--- config.mk ---
export PLATFORM = sky130hd
export DESIGN_NAME = t0ci_top
export DESIGN_NICKNAME = d
export VERILOG_FILES = /design/src/hw/t0ci_prescaler.v /design/src/hw/t0ci_edge.v /design/src/hw/t0ci_top.v
export VERILOG_INCLUDE_DIRS = /design/src /design/src/hw
export SDC_FILE = /design/constraint.sdc
export NUM_CORES = 1
export LEC_CHECK = 0
export BUFFER_PORTS_ARGS = -buffer_cell sky130_fd_sc_hd__clkbuf_2
export CORE_MARGIN = 8
export CORE_UTILIZATION = 61
export DETAILED_ROUTE_END_ITERATION = 10
export GPL_TIMING_DRIVEN = 0
export PLACE_DENSITY = 0.81
export SYNTH_ARGS = -nofsm -noshare
export SYNTH_HDL_FRONTEND = slang
export SYNTH_HIERARCHICAL = 1
export SYNTH_SLANG_ARGS = --single-unit
export TNS_END_PERCENT = 10
--- constraint.sdc ---
create_clock -name clk_i -period 2.95 [get_ports clk_i]
set_clock_uncertainty 0.05 [all_clocks]
set_input_delay 0.295 -clock clk_i [delete_from_list [all_inputs] [get_ports clk_i]]
set_output_delay 0.295 -clock clk_i [all_outputs]
set_load 0.02 [all_outputs]
--- src/hw/t0ci_defs.vh ---
`ifndef T0CI_DEFS_VH
`define T0CI_DEFS_VH

// ****************************************************************
// Register addresses on the I/O bus
// ****************************************************************
`define T0CI_ADR_CNT_H 6'h14
`define T0CI_ADR_CTRL_A 6'h15
`define T0CI_ADR_CTRL_B 6'h33
`define T0CI_ADR_FLAGS 6'h38
`define T0CI_ADR_MASK 6'h39
`define T0CI_ADR_CNT_L 6'h32
`define T0CI_ADR_CMP_A 6'h13
`define T0CI_ADR_CMP_B 6'h12

// ****************************************************************
// Field positions
// ****************************************************************
`define T0CI_BIT_WIDTH 7
`define T0CI_BIT_CTC 0
`define T0CI_BIT_TSM 4
`define T0CI_BIT_PSR 3
`define T0CI_BIT_CA 4
`define T0CI_BIT_CB 3
`define T0CI_BIT_OV 1
`define T0CI_BIT_IC 0

// ****************************************************************
// Writable masks and reset values
// ****************************************************************
`define T0CI_WMASK_CTRL_A 8'hf9
`define T0CI_WMASK_CTRL_B 8'h1f
`define T0CI_WMASK_IRQ 8'h1b
`define T0CI_RST_BYTE 8'h00
`define T0CI_RST_WORD 16'h0000

// ****************************************************************
// Clock select codes
// ****************************************************************
`define T0CI_CS_STOP 3'h0
`define T0CI_CS_DIV1 3'h1
`define T0CI_CS_DIV8 3'h2
`define T0CI_CS_DIV64 3'h3
`define T0CI_CS_DIV256 3'h4
`define T0CI_CS_DIV1024 3'h5
`define T0CI_CS_EXT_FALL 3'h6
`define T0CI_CS_EXT_RISE 3'h7

// ****************************************************************
// Prescaler tap widths (divide by two to the power of the tap)
// ****************************************************************
`define T0CI_TAP8 3
`define T0CI_TAP64 6
`define T0CI_TAP256 8
`define T0CI_TAP1024 10

// ****************************************************************
// Counter limits
// ****************************************************************
`define T0CI_MAX8 16'h00ff
`define T0CI_MAX16 16'hffff
`define T0CI_ONE16 16'h0001

`endif

--- src/hw/t0ci_prescaler.v ---
`timescale 1ns/100ps
`include "t0ci_defs.vh"

module t0ci_prescaler #(
    parameter PRE_W = 10
) (
    input wire clk_i,
    input wire srst_i,
    input wire clear_i,
    output wire tick8_o,
    output wire tick64_o,
    output wire tick256_o,
    output wire tick1024_o
);
    reg [PRE_W-1:0] count;

    // Free-running divider, held at zero while cleared
    always @(posedge clk_i) begin
        if (srst_i || clear_i) begin
            count <= {PRE_W{1'b0}};
        end else begin
            count <= count + {{(PRE_W-1){1'b0}}, 1'b1};
        end
    end

    // One-cycle enables when the low bits roll over
    assign tick8_o = &count[`T0CI_TAP8-1:0];
    assign tick64_o = &count[`T0CI_TAP64-1:0];
    assign tick256_o = &count[`T0CI_TAP256-1:0];
    assign tick1024_o = &count[`T0CI_TAP1024-1:0];
endmodule // t0ci_prescaler

--- src/hw/t0ci_edge.v ---
`timescale 1ns/100ps

module t0ci_edge (
    input wire clk_i,
    input wire srst_i,
    input wire pin_i,
    output wire rise_o,
    output wire fall_o
);
    reg pin_q;

    // Previous pin level, pin already synchronous
    always @(posedge clk_i) begin
        if (srst_i) begin
            pin_q <= 1'b0;
        end else begin
            pin_q <= pin_i;
        end
    end

    assign rise_o = pin_i & ~pin_q;
    assign fall_o = ~pin_i & pin_q;
endmodule // t0ci_edge

--- src/hw/t0ci_top.v ---
`timescale 1ns/100ps
`include "t0ci_defs.vh"

module t0ci_top #(
    parameter PRE_W = 10
) (
    input wire clk_i,
    input wire srst_i,
    input wire [5:0] addr_i,
    input wire [7:0] wdata_i,
    input wire we_i,
    input wire re_i,
    output reg [7:0] rdata_o,
    input wire ext_pin_i,
    input wire capture_evt_i,
    input wire gie_i,
    input wire ack_cmp_a_i,
    input wire ack_cmp_b_i,
    input wire ack_ovf_i,
    input wire ack_cap_i,
    output wire irq_cmp_a_o,
    output wire irq_cmp_b_o,
    output wire irq_ovf_o,
    output wire irq_cap_o
);
    // ****************************************************************
    // State
    // ****************************************************************
    reg [7:0] ctrl_a;
    reg sync_halt_mode;
    reg prescaler_reset_bit;
    reg [2:0] clock_select;
    reg [15:0] counter;
    reg [7:0] compare_a_value;
    reg [7:0] compare_b_value;
    reg [7:0] temp_high;
    reg [7:0] irq_mask;
    reg [7:0] irq_flags;
    reg match_block;

    wire wide;
    wire clear_on_match_mode;
    wire tick8, tick64, tick256, tick1024;
    wire ext_rise, ext_fall;
    reg src_tick;
    wire tick;
    wire wr_cnt_l, wr_cnt_h, wr_cmp_a, wr_cmp_b;
    wire wr_ctrl_a, wr_ctrl_b, wr_flags, wr_mask;
    wire rd_cnt_l, rd_cnt_h;
    wire [15:0] compare_word;
    wire [15:0] top_value;
    wire at_top, match_a, match_b;
    reg [15:0] next_counter;
    reg [7:0] next_flags;
    reg [7:0] flag_set;
    reg [7:0] flag_clr;
    reg [7:0] next_rdata;

    // ****************************************************************
    // Helpers
    // ****************************************************************
    // Address strobe
    function hit;
        input [5:0] a;
        input [5:0] ref_a;
        begin
            hit = (a == ref_a);
        end
    endfunction

    // Equality at the active width
    function eq_w;
        input w;
        input [15:0] x;
        input [15:0] y;
        begin
            eq_w = w ? (x == y) : (x[7:0] == y[7:0]);
        end
    endfunction

    assign wide = ctrl_a[`T0CI_BIT_WIDTH];
    assign clear_on_match_mode = ctrl_a[`T0CI_BIT_CTC];

    assign wr_cnt_l = we_i & hit(addr_i, `T0CI_ADR_CNT_L);
    assign wr_cnt_h = we_i & hit(addr_i, `T0CI_ADR_CNT_H);
    assign wr_cmp_a = we_i & hit(addr_i, `T0CI_ADR_CMP_A);
    assign wr_cmp_b = we_i & hit(addr_i, `T0CI_ADR_CMP_B);
    assign wr_ctrl_a = we_i & hit(addr_i, `T0CI_ADR_CTRL_A);
    assign wr_ctrl_b = we_i & hit(addr_i, `T0CI_ADR_CTRL_B);
    assign wr_flags = we_i & hit(addr_i, `T0CI_ADR_FLAGS);
    assign wr_mask = we_i & hit(addr_i, `T0CI_ADR_MASK);
    assign rd_cnt_l = re_i & hit(addr_i, `T0CI_ADR_CNT_L);
    assign rd_cnt_h = re_i & hit(addr_i, `T0CI_ADR_CNT_H);

    // ****************************************************************
    // Clock sources
    // ****************************************************************
    t0ci_prescaler #(
        .PRE_W(PRE_W)
    ) u_pre (
        .clk_i(clk_i),
        .srst_i(srst_i),
        .clear_i(prescaler_reset_bit),
        .tick8_o(tick8),
        .tick64_o(tick64),
        .tick256_o(tick256),
        .tick1024_o(tick1024)
    );

    t0ci_edge u_edge (
        .clk_i(clk_i),
        .srst_i(srst_i),
        .pin_i(ext_pin_i),
        .rise_o(ext_rise),
        .fall_o(ext_fall)
    );

    // Clock select decode
    always @* begin
        case (clock_select)
            `T0CI_CS_STOP: src_tick = 1'b0;
            `T0CI_CS_DIV1: src_tick = 1'b1;
            `T0CI_CS_DIV8: src_tick = tick8;
            `T0CI_CS_DIV64: src_tick = tick64;
            `T0CI_CS_DIV256: src_tick = tick256;
            `T0CI_CS_DIV1024: src_tick = tick1024;
            `T0CI_CS_EXT_FALL: src_tick = ext_fall;
            `T0CI_CS_EXT_RISE: src_tick = ext_rise;
            default: src_tick = 1'b0;
        endcase
    end

    // Held prescaler reset halts every source
    assign tick = src_tick & ~prescaler_reset_bit;

    // ****************************************************************
    // Compare and top
    // ****************************************************************
    assign compare_word = {compare_b_value, compare_a_value};
    assign top_value = clear_on_match_mode ? (wide ? compare_word :
        {8'h00, compare_a_value}) : (wide ? `T0CI_MAX16 : `T0CI_MAX8);
    assign at_top = eq_w(wide, counter, top_value);
    assign match_a = eq_w(wide, counter, compare_word);
    assign match_b = wide ? (counter[15:8] == compare_b_value) :
        (counter[7:0] == compare_b_value);

    // Counter next value, bus writes take priority
    always @* begin
        next_counter = counter;
        if (wr_cnt_l) begin
            if (wide) begin
                next_counter = {temp_high, wdata_i};
            end else begin
                next_counter = {counter[15:8], wdata_i};
            end
        end else if (wr_cnt_h && !wide) begin
            next_counter = {wdata_i, counter[7:0]};
        end else if (tick) begin
            if (at_top) begin
                next_counter = wide ? `T0CI_RST_WORD :
                    {counter[15:8], 8'h00};
            end else if (wide) begin
                next_counter = counter + `T0CI_ONE16;
            end else begin
                next_counter = {counter[15:8],
                    counter[7:0] + 8'h01};
            end
        end
    end

    // ****************************************************************
    // Flags
    // ****************************************************************
    // Set wins over a clear in the same cycle
    always @* begin
        flag_set = `T0CI_RST_BYTE;
        flag_clr = `T0CI_RST_BYTE;
        if (tick && !match_block) begin
            flag_set[`T0CI_BIT_CA] = match_a;
            flag_set[`T0CI_BIT_CB] = match_b;
        end
        flag_set[`T0CI_BIT_OV] = tick & at_top & ~clear_on_match_mode;
        flag_set[`T0CI_BIT_IC] = capture_evt_i;
        if (wr_flags) begin
            flag_clr = wdata_i & `T0CI_WMASK_IRQ;
        end
        flag_clr[`T0CI_BIT_CA] = flag_clr[`T0CI_BIT_CA] | ack_cmp_a_i;
        flag_clr[`T0CI_BIT_CB] = flag_clr[`T0CI_BIT_CB] | ack_cmp_b_i;
        flag_clr[`T0CI_BIT_OV] = flag_clr[`T0CI_BIT_OV] | ack_ovf_i;
        flag_clr[`T0CI_BIT_IC] = flag_clr[`T0CI_BIT_IC] | ack_cap_i;
        next_flags = ((irq_flags & ~flag_clr) | flag_set) &
            `T0CI_WMASK_IRQ;
    end

    // ****************************************************************
    // Read mux
    // ****************************************************************
    always @* begin
        case (addr_i)
            `T0CI_ADR_CNT_L: next_rdata = counter[7:0];
            `T0CI_ADR_CNT_H: next_rdata = wide ? temp_high :
                counter[15:8];
            `T0CI_ADR_CMP_A: next_rdata = compare_a_value;
            `T0CI_ADR_CMP_B: next_rdata = compare_b_value;
            `T0CI_ADR_CTRL_A: next_rdata = ctrl_a;
            `T0CI_ADR_CTRL_B: next_rdata = {3'h0, sync_halt_mode,
                prescaler_reset_bit, clock_select};
            `T0CI_ADR_FLAGS: next_rdata = irq_flags;
            `T0CI_ADR_MASK: next_rdata = irq_mask;
            default: next_rdata = `T0CI_RST_BYTE;
        endcase
    end

    // ****************************************************************
    // Registers
    // ****************************************************************
    always @(posedge clk_i) begin
        if (srst_i) begin
            ctrl_a <= `T0CI_RST_BYTE;
            sync_halt_mode <= 1'b0;
            prescaler_reset_bit <= 1'b0;
            clock_select <= `T0CI_CS_STOP;
            counter <= `T0CI_RST_WORD;
            compare_a_value <= `T0CI_RST_BYTE;
            compare_b_value <= `T0CI_RST_BYTE;
            temp_high <= `T0CI_RST_BYTE;
            irq_mask <= `T0CI_RST_BYTE;
            irq_flags <= `T0CI_RST_BYTE;
            match_block <= 1'b0;
            rdata_o <= `T0CI_RST_BYTE;
        end else begin
            counter <= next_counter;
            irq_flags <= next_flags;
            // Block lasts until the next timer clock
            if (wr_cnt_l) begin
                match_block <= 1'b1;
            end else if (tick) begin
                match_block <= 1'b0;
            end
            if (wr_ctrl_a) begin
                ctrl_a <= wdata_i & `T0CI_WMASK_CTRL_A;
            end
            // Control B: sync mode and prescaler reset
            if (wr_ctrl_b) begin
                sync_halt_mode <= wdata_i[`T0CI_BIT_TSM];
                prescaler_reset_bit <= wdata_i[`T0CI_BIT_PSR] &
                    wdata_i[`T0CI_BIT_TSM] |
                    wdata_i[`T0CI_BIT_PSR] & ~wdata_i[`T0CI_BIT_TSM] &
                    ~sync_halt_mode;
                clock_select <= wdata_i[2:0];
            end else if (!sync_halt_mode) begin
                prescaler_reset_bit <= 1'b0;
            end
            // Shared temp byte for wide accesses
            if (wide && (wr_cnt_h || wr_cmp_b)) begin
                temp_high <= wdata_i;
            end else if (wide && rd_cnt_l) begin
                temp_high <= counter[15:8];
            end
            if (wr_cmp_a) begin
                compare_a_value <= wdata_i;
                if (wide) begin
                    compare_b_value <= temp_high;
                end
            end else if (wr_cmp_b && !wide) begin
                compare_b_value <= wdata_i;
            end
            if (wr_mask) begin
                irq_mask <= wdata_i & `T0CI_WMASK_IRQ;
            end
            if (re_i) begin
                rdata_o <= next_rdata;
            end
        end
    end

    // ****************************************************************
    // Interrupt requests
    // ****************************************************************
    assign irq_cmp_a_o = gie_i & irq_mask[`T0CI_BIT_CA] &
        irq_flags[`T0CI_BIT_CA];
    assign irq_cmp_b_o = gie_i & irq_mask[`T0CI_BIT_CB] &
        irq_flags[`T0CI_BIT_CB];
    assign irq_ovf_o = gie_i & irq_mask[`T0CI_BIT_OV] &
        irq_flags[`T0CI_BIT_OV];
    assign irq_cap_o = gie_i & irq_mask[`T0CI_BIT_IC] &
        irq_flags[`T0CI_BIT_IC];
endmodule // t0ci_top

Word-level counts from Yosys, hierarchy flattened
Cells that the tools add are included.
W data, S select, Z words.

storage, ports and cells
  bits in registers = 79
  bits in latches = 0
  RAM bits = 0
  memory bits (read-only) = 0
  input bits = 25
  output and inout port bits = 12
  memories kept = 0

operators by class
  add/subtract/negate cells = 3
  multiply operators = 0
  div/mod/pow operators = 0
  $lt $le $gt $ge = 0
  equal/unequal tests = 26
  shifts and indexed selects = 0
  mux-type cells = 27
  bitwise gates (word level) = 39
  reductions and logical operators = 21

operators with widths
  operator                 number
  $mux W16                 10
  $pmux W8 S8              1
  $mux W8                  6
  $eq A16 B16 Y1           2
  $eq A8 B8 Y1             4
  $and A1 B1 Y1            25
  $eq A6 B5 Y1 const B     4
  $eq A6 B6 Y1 const B     4
  $add A16 B1 Y16 const B  1
  $eq A3 B3 Y1 const B     4
  $add A10 B1 Y10 const B  1
  $reduce_and A10 Y1       1
  $add A8 B1 Y8 const B    1
  $pmux W1 S8              1
  $reduce_and A8 Y1        1
  $mux W1                  7
  $eq A3 B2 Y1 const B     2
  $ne A2 B2 Y1 const B     3
  $not A1 Y1               6
  $reduce_and A3 Y1        2
  $reduce_and A6 Y1        1
  $reduce_bool A2 Y1       3
  $and A5 B5 Y5            1
  $logic_and A1 B1 Y1      5
  13 further kinds         20

Depth between registers and ports, before layout
Gate-level depths: netlist of run 1.

  word-level depth = 8
  mapped depth = 11
  depth with buffers taken out = 10

Cells and area by module
The synthesis of run 1 kept the hierarchy.

modules (own cells, without submodules)
  module          instances  cells each  area an instance (um^2)  seq. area each (um^2)
  t0ci_top        1          590         4501.8                   1361.3
  t0ci_prescaler  1          52          450.4                    200.2
  t0ci_edge       1          4           38.8                     20.0

Least setup slack after synthesis of run 1
OpenSTA, ideal clock, no wires.

  path kind = flip-flop to flip-flop
  from = register u_pre.count[0]
  to = register counter[15]
  library setup time = 70 ps
  arrival = 2150 ps
  data required time = 2830 ps
  setup slack = 680 ps
  cell stages (with the launch flop) = 11
  buffers on the path = 0
  cells stage by stage = dfxtp_1 ha_1 nand4_1 nor2_1 inv_1 o22ai_1 a32oi_1 a21oi_1 a22oi_1 or4b_1 a21oi_1

on the way
  cells in the longest elaborated chain, start to end = 5
  elaborated cells on any way between the ends = 9
  those cells by class = eq/ne: 1; mux: 1; bitwise: 1; reduce/logical: 6

ends and longest elaborated chain
  element                                                       line                 source
  from (decl)                                                   t0ci_prescaler.v:15  reg [PRE_W-1:0] count;
  from (signal assigned)                                        t0ci_prescaler.v:20  count <= {PRE_W{1'b0}};
  from (signal assigned)                                        t0ci_prescaler.v:22  count <= count + {{(PRE_W-1){1'b0}}, 1'b1};
  $reduce_and A6 Y1 *                                           t0ci_prescaler.v:28  assign tick64_o = &count[`T0CI_TAP64-1:0];
  net tick64                                                    t0ci_top.v:43        wire tick8, tick64, tick256, tick1024;
  $pmux W1 S8 *                                                 t0ci_top.v:120       case (clock_select)
  $and A1 B1 Y1 *                                               t0ci_top.v:134       assign tick = src_tick & ~prescaler_reset_bit;
  $ne A3 B2 Y1 (no line) or $reduce_bool A3 Y1 (tied branches)  n/a
  $reduce_and A3 Y1 (no line) *                                 n/a
  to (signal assigned)                                          t0ci_top.v:223       counter <= `T0CI_RST_WORD;
  to (signal assigned)                                          t0ci_top.v:232       counter <= next_counter;
  to (decl)                                                     t0ci_top.v:33        reg [15:0] counter;

Mark *: on every way through the listed nets, which the timed path passes. The rest lies on a longest branch.
A chain may end at the register's enable or synchronous reset.

Worst setup path after layout of run 1
  from = register ctrl_a[7]
  to = register counter[4]

on the way
  cells in the longest elaborated chain, start to end = 8
  elaborated cells on any way between the ends = 14
  those cells by class = eq/ne: 2; mux: 9; reduce/logical: 3

ends and longest elaborated chain
  element                      line            source
  from (decl)                  t0ci_top.v:29   reg [7:0] ctrl_a;
  from (signal assigned)       t0ci_top.v:219  ctrl_a <= `T0CI_RST_BYTE;
  from (signal assigned)       t0ci_top.v:241  ctrl_a <= wdata_i & `T0CI_WMASK_CTRL_A;
  $mux W16 (on tied branches)  n/a
  $mux W16                     t0ci_top.v:140  assign top_value = clear_on_match_mode ? (wide ? compare_word :
  $eq A16 B16 Y1               t0ci_top.v:77   eq_w = w ? (x == y) : (x[7:0] == y[7:0]);
  $mux W1                      t0ci_top.v:77
  $mux W16                     t0ci_top.v:159  if (at_top) begin
  $mux W16                     t0ci_top.v:158  end else if (tick) begin
  $mux W16                     t0ci_top.v:156  end else if (wr_cnt_h && !wide) begin
  $mux W16                     t0ci_top.v:150  if (wr_cnt_l) begin

Parallel ways exist; a longest one is shown, timed or not. The select of a mux whose other input is x is not followed.

==> results of run 1 <==
==> worst max path at each step <==
stage / start / to / slack [ps] / cells past startpoint
5_1_grt: u_pre/count[0] / counter[4] / 120 / 10
3_5_place_dp: u_pre/count[0] / counter[15] / 270 / 10
3_3_place_gp: u_pre/count[0] / counter[15] / 310 / 10
2_1_floorplan: u_pre/count[0] / counter[15] / 680 / 10
4_1_cts: u_pre/count[0] / counter[15] / 230 / 10
6_report: ctrl_a[7] / counter[4] / 230 / 7
==> cell usage in the layout, fill, tap and decap left out, types with 6 or more instances in the layout <==
cell type,synthesis,layout
buf_2,19,19
a22oi_1,19,19
a21oi_1,55,54
xnor2_1,21,21
nor2_1,52,52
nor3_1,8,8
a32oi_1,7,7
nor2b_1,11,11
xor2_1,9,9
nand2b_1,6,6
clkbuf_2,0,29
o21ai_0,23,23
nand2_1,90,90
nor4bb_1,6,6
mux2i_1,15,15
o22ai_1,7,7
clkbuf_1,33,33
a211oi_1,7,7
inv_1,17,17
dfxtp_1,79,79
a311oi_1,9,9
nand3_1,34,34
nand4_1,10,10
clkbuf_8,0,9
and3_1,9,9
==> power by group <==
part,leakage (nW),switching (mW),internal [mW]
registers,0.638,0.00923,1.08
clock network,0.109,0.491,0.414
logic,1.22,0.115,0.0475
total,1.97,0.616,1.54
==> logic make-up after synthesis <==
group | after synthesis | synth area share [%]
xor gates and xnor gates | 30 | 5.26
adders and majority gates | 3 | 0.752
AOI/OAI and AO/OA | 169 | 22.8
and+or+nand+nor | 263 | 26.6
buffers and inverters | 76 | 6.27
DFF | 79 | 31.7
muxes | 26 | 6.62
==> cell type report <==
type / instances / share of cell area [%]
flip-flops and latches: 79 / 28.8
repair buffers: 29 / 2.65
clock inverters: 7 / 1.60
clock buffers: 9 / 2.26
plain buffers: 58 / 4.47
diodes: 1 / 0.0456
multi-input cells: 491 / 56.5
inverters: 18 / 1.23
well taps: 105 / 2.40
==> sequential cells by signal, indices dropped and copies added, names as in the netlist, 3 cells and up <==
register / flops
u_pre/count: 10
irq_flags: 4
irq_mask: 4
counter: 16
clock_select: 3
temp_high: 8
ctrl_a: 6
compare_b_value: 8
compare_a_value: 8
rdata_o: 8
==> metrics by stage <==
stage	hold slack, ps	area [µm²]	std cells
finish	90.3	5490	797
global route	89.4	5480	796
CTS	88.0	5480	796
detailed placement	397	5270	780
global placement	395	5270	780
floorplan	317	4990	646
==> per-layer routing <==
layer / part of all wire, % / vias to the layer above / global-route usage (%) / routed length, µm
met5: 0 / - / 0 / 0
met4: 6.9 / 0 / 20.1 / 1200
met3: 12 / 90 / 7.50 / 2030
met2: 43 / 395 / 45.8 / 7560
met1: 38 / 2495 / 38.3 / 6620
li1: - / 2426 / - / -
==> worst max-delay path: stages (launching register included) <==
cell and delay [ps]:
dfxtp_1 360, inv_1 200, clkbuf_1 450, o221ai_1 300
a41o_1 320, a211oi_4 460, nand2_1 90, a211oi_1 370
==> results_dict.tcl, run 1 <==
set metrics [dict create \
    final_layout_size_suffix_gt1_share_pct 12.2 \
    holdPathStages 3 \
    finalHoldViolCount 0 \
    syn_nets 674 \
    arrival_ps 2930 \
    routed_wl_mm 17.4 \
    clock_latency_ps 370 \
    max-clock-path-buffers 2 \
    rows 33 \
    holdPathEnd "irq_flags[0]" \
    synth_seq_cells 79 \
    firstDrtPassIters 6 \
    maxCapViolations 0 \
    drtAntennaViolNets 0 \
    path_clk_slew_ps 100 \
    fin_crit_ps 2720 \
    tritoncts "yes" \
    criticalPathCategory "reg2reg" \
    syn_avg_cell_area_um2 7.73 \
    synth.distinct_cells 67 \
    timing.final.crit_share_pct 92.3 \
    clock_sinks 79 \
    hold_start "capture_evt_i" \
    synthFlopType "dfxtp_1" \
    clock.fmax_mhz 367 \
    dp_hpwl_mm 12.6 \
    die-area_um2 11300 \
    reg2reg_to "counter[4]" \
    reg2regPathDepth 7 \
    start_util_pct 61.7 \
    root_buffer "clkbuf_8" \
    synth_top_area_share_pct 31.7 \
    multiInputGateArea_um2 3100 \
    netlist_area_um2 4990 \
    finalSetupTns_ps 0 \
    hold_class "in2reg" \
    n_fill_cell 723 \
    synthArstFlopShare_pct 0 \
    power.total_mw 2.15 \
    core_area_um2 8090 \
    slew-limit-headroom_pct 29.8 \
    wire_per_inst_um 21.8 \
    route.detailed.drc 0 \
    num_io_pins 37 \
    grt.total_usage_pct 30.5 \
    ff_latch_area_um2 1580 \
    vias_per_cell 6.78 \
    total_leakage_power_nw 1.97 \
    antenna_found_initial 0 \
    drtIter0Drc 777 \
    area_growth_pct 9.90 \
    route.vias.total 5406 \
    grt_pass1_wl_mm 27.2 \
    reg2reg_from "ctrl_a[7]" \
    cts_setup_buffers 0 \
    yosys-top-cells-area "dfxtp_1 32%, nand2_1 6.8%, a21oi_1 5.5%" \
    grt-ovfl-total 0 \
    synth.most_common_cell "nand2_1" \
    cts_inserted_buffers 9 \
    pre_cts_ws_ps 273 \
    die_h_um 106 \
    netlist_instances 646 \
    ir_drop_mv 0.268 \
    ctsResizeCount 0 \
    worstPathRequired_ps 3150 \
    fin_util_pct 67.8 \
    critPathLaunchType "flip-flop" \
    power_density_nw_per_um2 393 \
    rsz0062_at_grt "false" \
    portBuffers 29 \
    critPathMaxFanout 10 \
    yosysTopAreaCell "dfxtp_1" \
    setup_viol 0 \
    status "complete, no violations" \
    worst_slack_ps 226 \
    tightest_slew_ps 1050 \
    place_congestion 1.00 \
    end_kind "flip-flop" \
    rrSetupSlack_ps 230 \
    grt_max_degree 17 \
    grt_pass1_vias 5048 \
    yosys-top-cells-count "90 x nand2_1, 79 x dfxtp_1, 55 x a21oi_1, 52 x nor2_1, 34 x nand3_1" \
    synth_edf_count 0 \
    finalMaxSlewViolations 0 \
    htree_num_levels 3 \
    ys_seq_area_share_pct 31.7 \
    die_x_um 106 \
    hold_buffers 0 \
    nets 714 \
    ys_warn_count 6 \
]
Note: power is estimated with default switching activity, not from simulation.
==> run 2: changes to the inputs <==
==> constraint.sdc (replaced) <==
create_clock -name clk_i -period 2.82 [get_ports clk_i]
set_clock_uncertainty 0.05 [all_clocks]
set_input_delay 0.282 -clock clk_i [delete_from_list [all_inputs] [get_ports clk_i]]
set_output_delay 0.282 -clock clk_i [all_outputs]
set_load 0.02 [all_outputs]
==> run 2 against run 1 <==
Net effect: first-iteration DRC count decreased by 11%; wire length down 0.36%; worst setup slack got worse by 150 ps; flip-flop and latch count unchanged; cell count down 0.13%; non-clock buffer count unchanged; utilization is essentially flat; highest routed layer unchanged.
==> results_dict.tcl, run 2 (synthesis gave the netlist of run 1 again) <==
set metrics [dict create \
    path_cells "inv_1, clkbuf_1, o221ai_1, a41o_1, a211oi_4, nand2_1, a211oi_1" \
    cpMaxStageDelayCell "clkbuf_1" \
    stdcell_count 796 \
    wire_per_inst_um 21.8 \
    mostFrequentLayoutCell "nand2_1" \
    core_area_um2 8090 \
    cpPeakStageDelay_ps 460 \
    setup_viol 0 \
    whs_ps 75.0 \
    htree_num_levels 3 \
    grt-ovfl-total 0 \
    power_density_nw_per_um2 409 \
    arrival_ps 2950 \
    clock.fmax_mhz 364 \
    die_h_um 106 \
    grt_pass1_vias 5048 \
    holdPathEnd "irq_flags[0]" \
    power.total_mw 2.24 \
    grt_pass1_wl_mm 27.2 \
    die_x_um 106 \
    route.detailed.drc 0 \
    fin_util_pct 67.8 \
    rsz0062_at_grt "false" \
    finalHoldViolCount 0 \
    critPathLaunchType "flip-flop" \
    reg2regPathDepth 7 \
    end_kind "flip-flop" \
    status "complete, no violations" \
    grt.total_usage_pct 30.5 \
    firstDrtPassIters 7 \
    root_buffer "clkbuf_8" \
    final_layout_size_suffix_gt1_share_pct 12.3 \
    top_register "counter" \
    clock_latency_ps 370 \
    tightest_slew_ps 1050 \
    hold_buffers 0 \
    clock_sinks 79 \
    max-clock-path-buffers 2 \
    multiInputGateArea_um2 3100 \
    top_regs "counter x16, u_pre/count x10" \
    ir_drop_mv 0.279 \
    criticalPathCategory "reg2reg" \
    layout_common_cells "90 x nand2_1, 79 x dfxtp_1, 54 x a21oi_1" \
    holdPathStages 3 \
    finalMaxSlewViolations 0 \
    nets 714 \
    timing.final.crit_share_pct 97.3 \
    routed_wl_mm 17.3 \
    cp_num_buf_inv 2 \
    ff_latch_area_um2 1580 \
    diodes 0 \
    n_fill_cell 722 \
    reg2reg_from "ctrl_a[7]" \
    total_leakage_power_nw 1.97 \
    route.vias.total 5349 \
    critPathTopFamily "compound AO/OA/AOI/OAI gates" \
    drtIter0Drc 691 \
    start_util_pct 61.7 \
    dp_cells 780 \
    reg2reg_to "counter[4]" \
    worstPathRequired_ps 3020 \
    antenna_found_initial 0 \
    tritoncts "yes" \
    grt_max_degree 17 \
    maxCapViolations 0 \
    largest_register_ffs 16 \
    hold_class "in2reg" \
    cts_inserted_buffers 9 \
    path_clk_slew_ps 100 \
    finalSetupTns_ps 0 \
    slew-limit-headroom_pct 29.6 \
    critPathMaxFanout 10 \
    rows 33 \
    num_io_pins 37 \
    hold_start "capture_evt_i" \
    dp_hpwl_mm 12.6 \
    fin_crit_ps 2750 \
    portBuffers 29 \
    drtAntennaViolNets 0 \
    die-area_um2 11300 \
    vias_per_cell 6.72 \
    place_congestion 1.00 \
    area_growth_pct 9.95 \
    rrSetupSlack_ps 70 \
]
## run 2: worst min-delay path, delay by kind of cell
| family | cells | cell delay [ps] |
|---|---|---|
| compound gates | 1 | 30 |
| simple gates | 1 | 70 |
| buf+inv | 1 | 80 |
## run 2: layout make-up
type,count,share of cell area [%]
Buffer,58,4.51
Clock buffer,9,2.26
Clock inverter,7,1.60
Inverter,18,1.23
Multi-Input combinational cell,491,56.5
Sequential cell,79,28.8
Tap cell,105,2.39
Timing Repair Buffer,29,2.64
## run 2: report_power, final
part / internal (mW) / switching [mW]
clock network: 0.433 / 0.507
registers: 1.13 / 0.00958
logic: 0.0497 / 0.120
total: 1.61 / 0.637
## run 2: repair_timing
action,CTS,global route
resized for setup,0,3
buffers inserted,0,0
setup endpoints to repair,0,8
## run 2: worst max-delay path by stage
stage	to	cells past startpoint	start
2_1_floorplan	counter[15]	10	u_pre/count[0]
3_3_place_gp	counter[15]	10	u_pre/count[0]
3_5_place_dp	counter[15]	10	u_pre/count[0]
4_1_cts	counter[15]	10	u_pre/count[0]
5_1_grt	counter[4]	10	u_pre/count[0]
6_report	counter[4]	7	ctrl_a[7]
## run 2: metrics by stage
step	area, µm²	setup WS, ps
5_1_grt	5490	19.4
3_5_place_dp	5270	143
3_3_place_gp	5270	177
2_1_floorplan	4990	550
6_report	5490	74.8
4_1_cts	5480	103
## run 2: metal layers
metal / wire length, µm / global-route usage [%] / vias to the layer above
met5: 0 / 0 / -
met4: 1090 / 20.1 / 0
met3: 1860 / 7.50 / 81
met2: 7620 / 45.8 / 346
met1: 6770 / 38.3 / 2495
li1: - / - / 2427
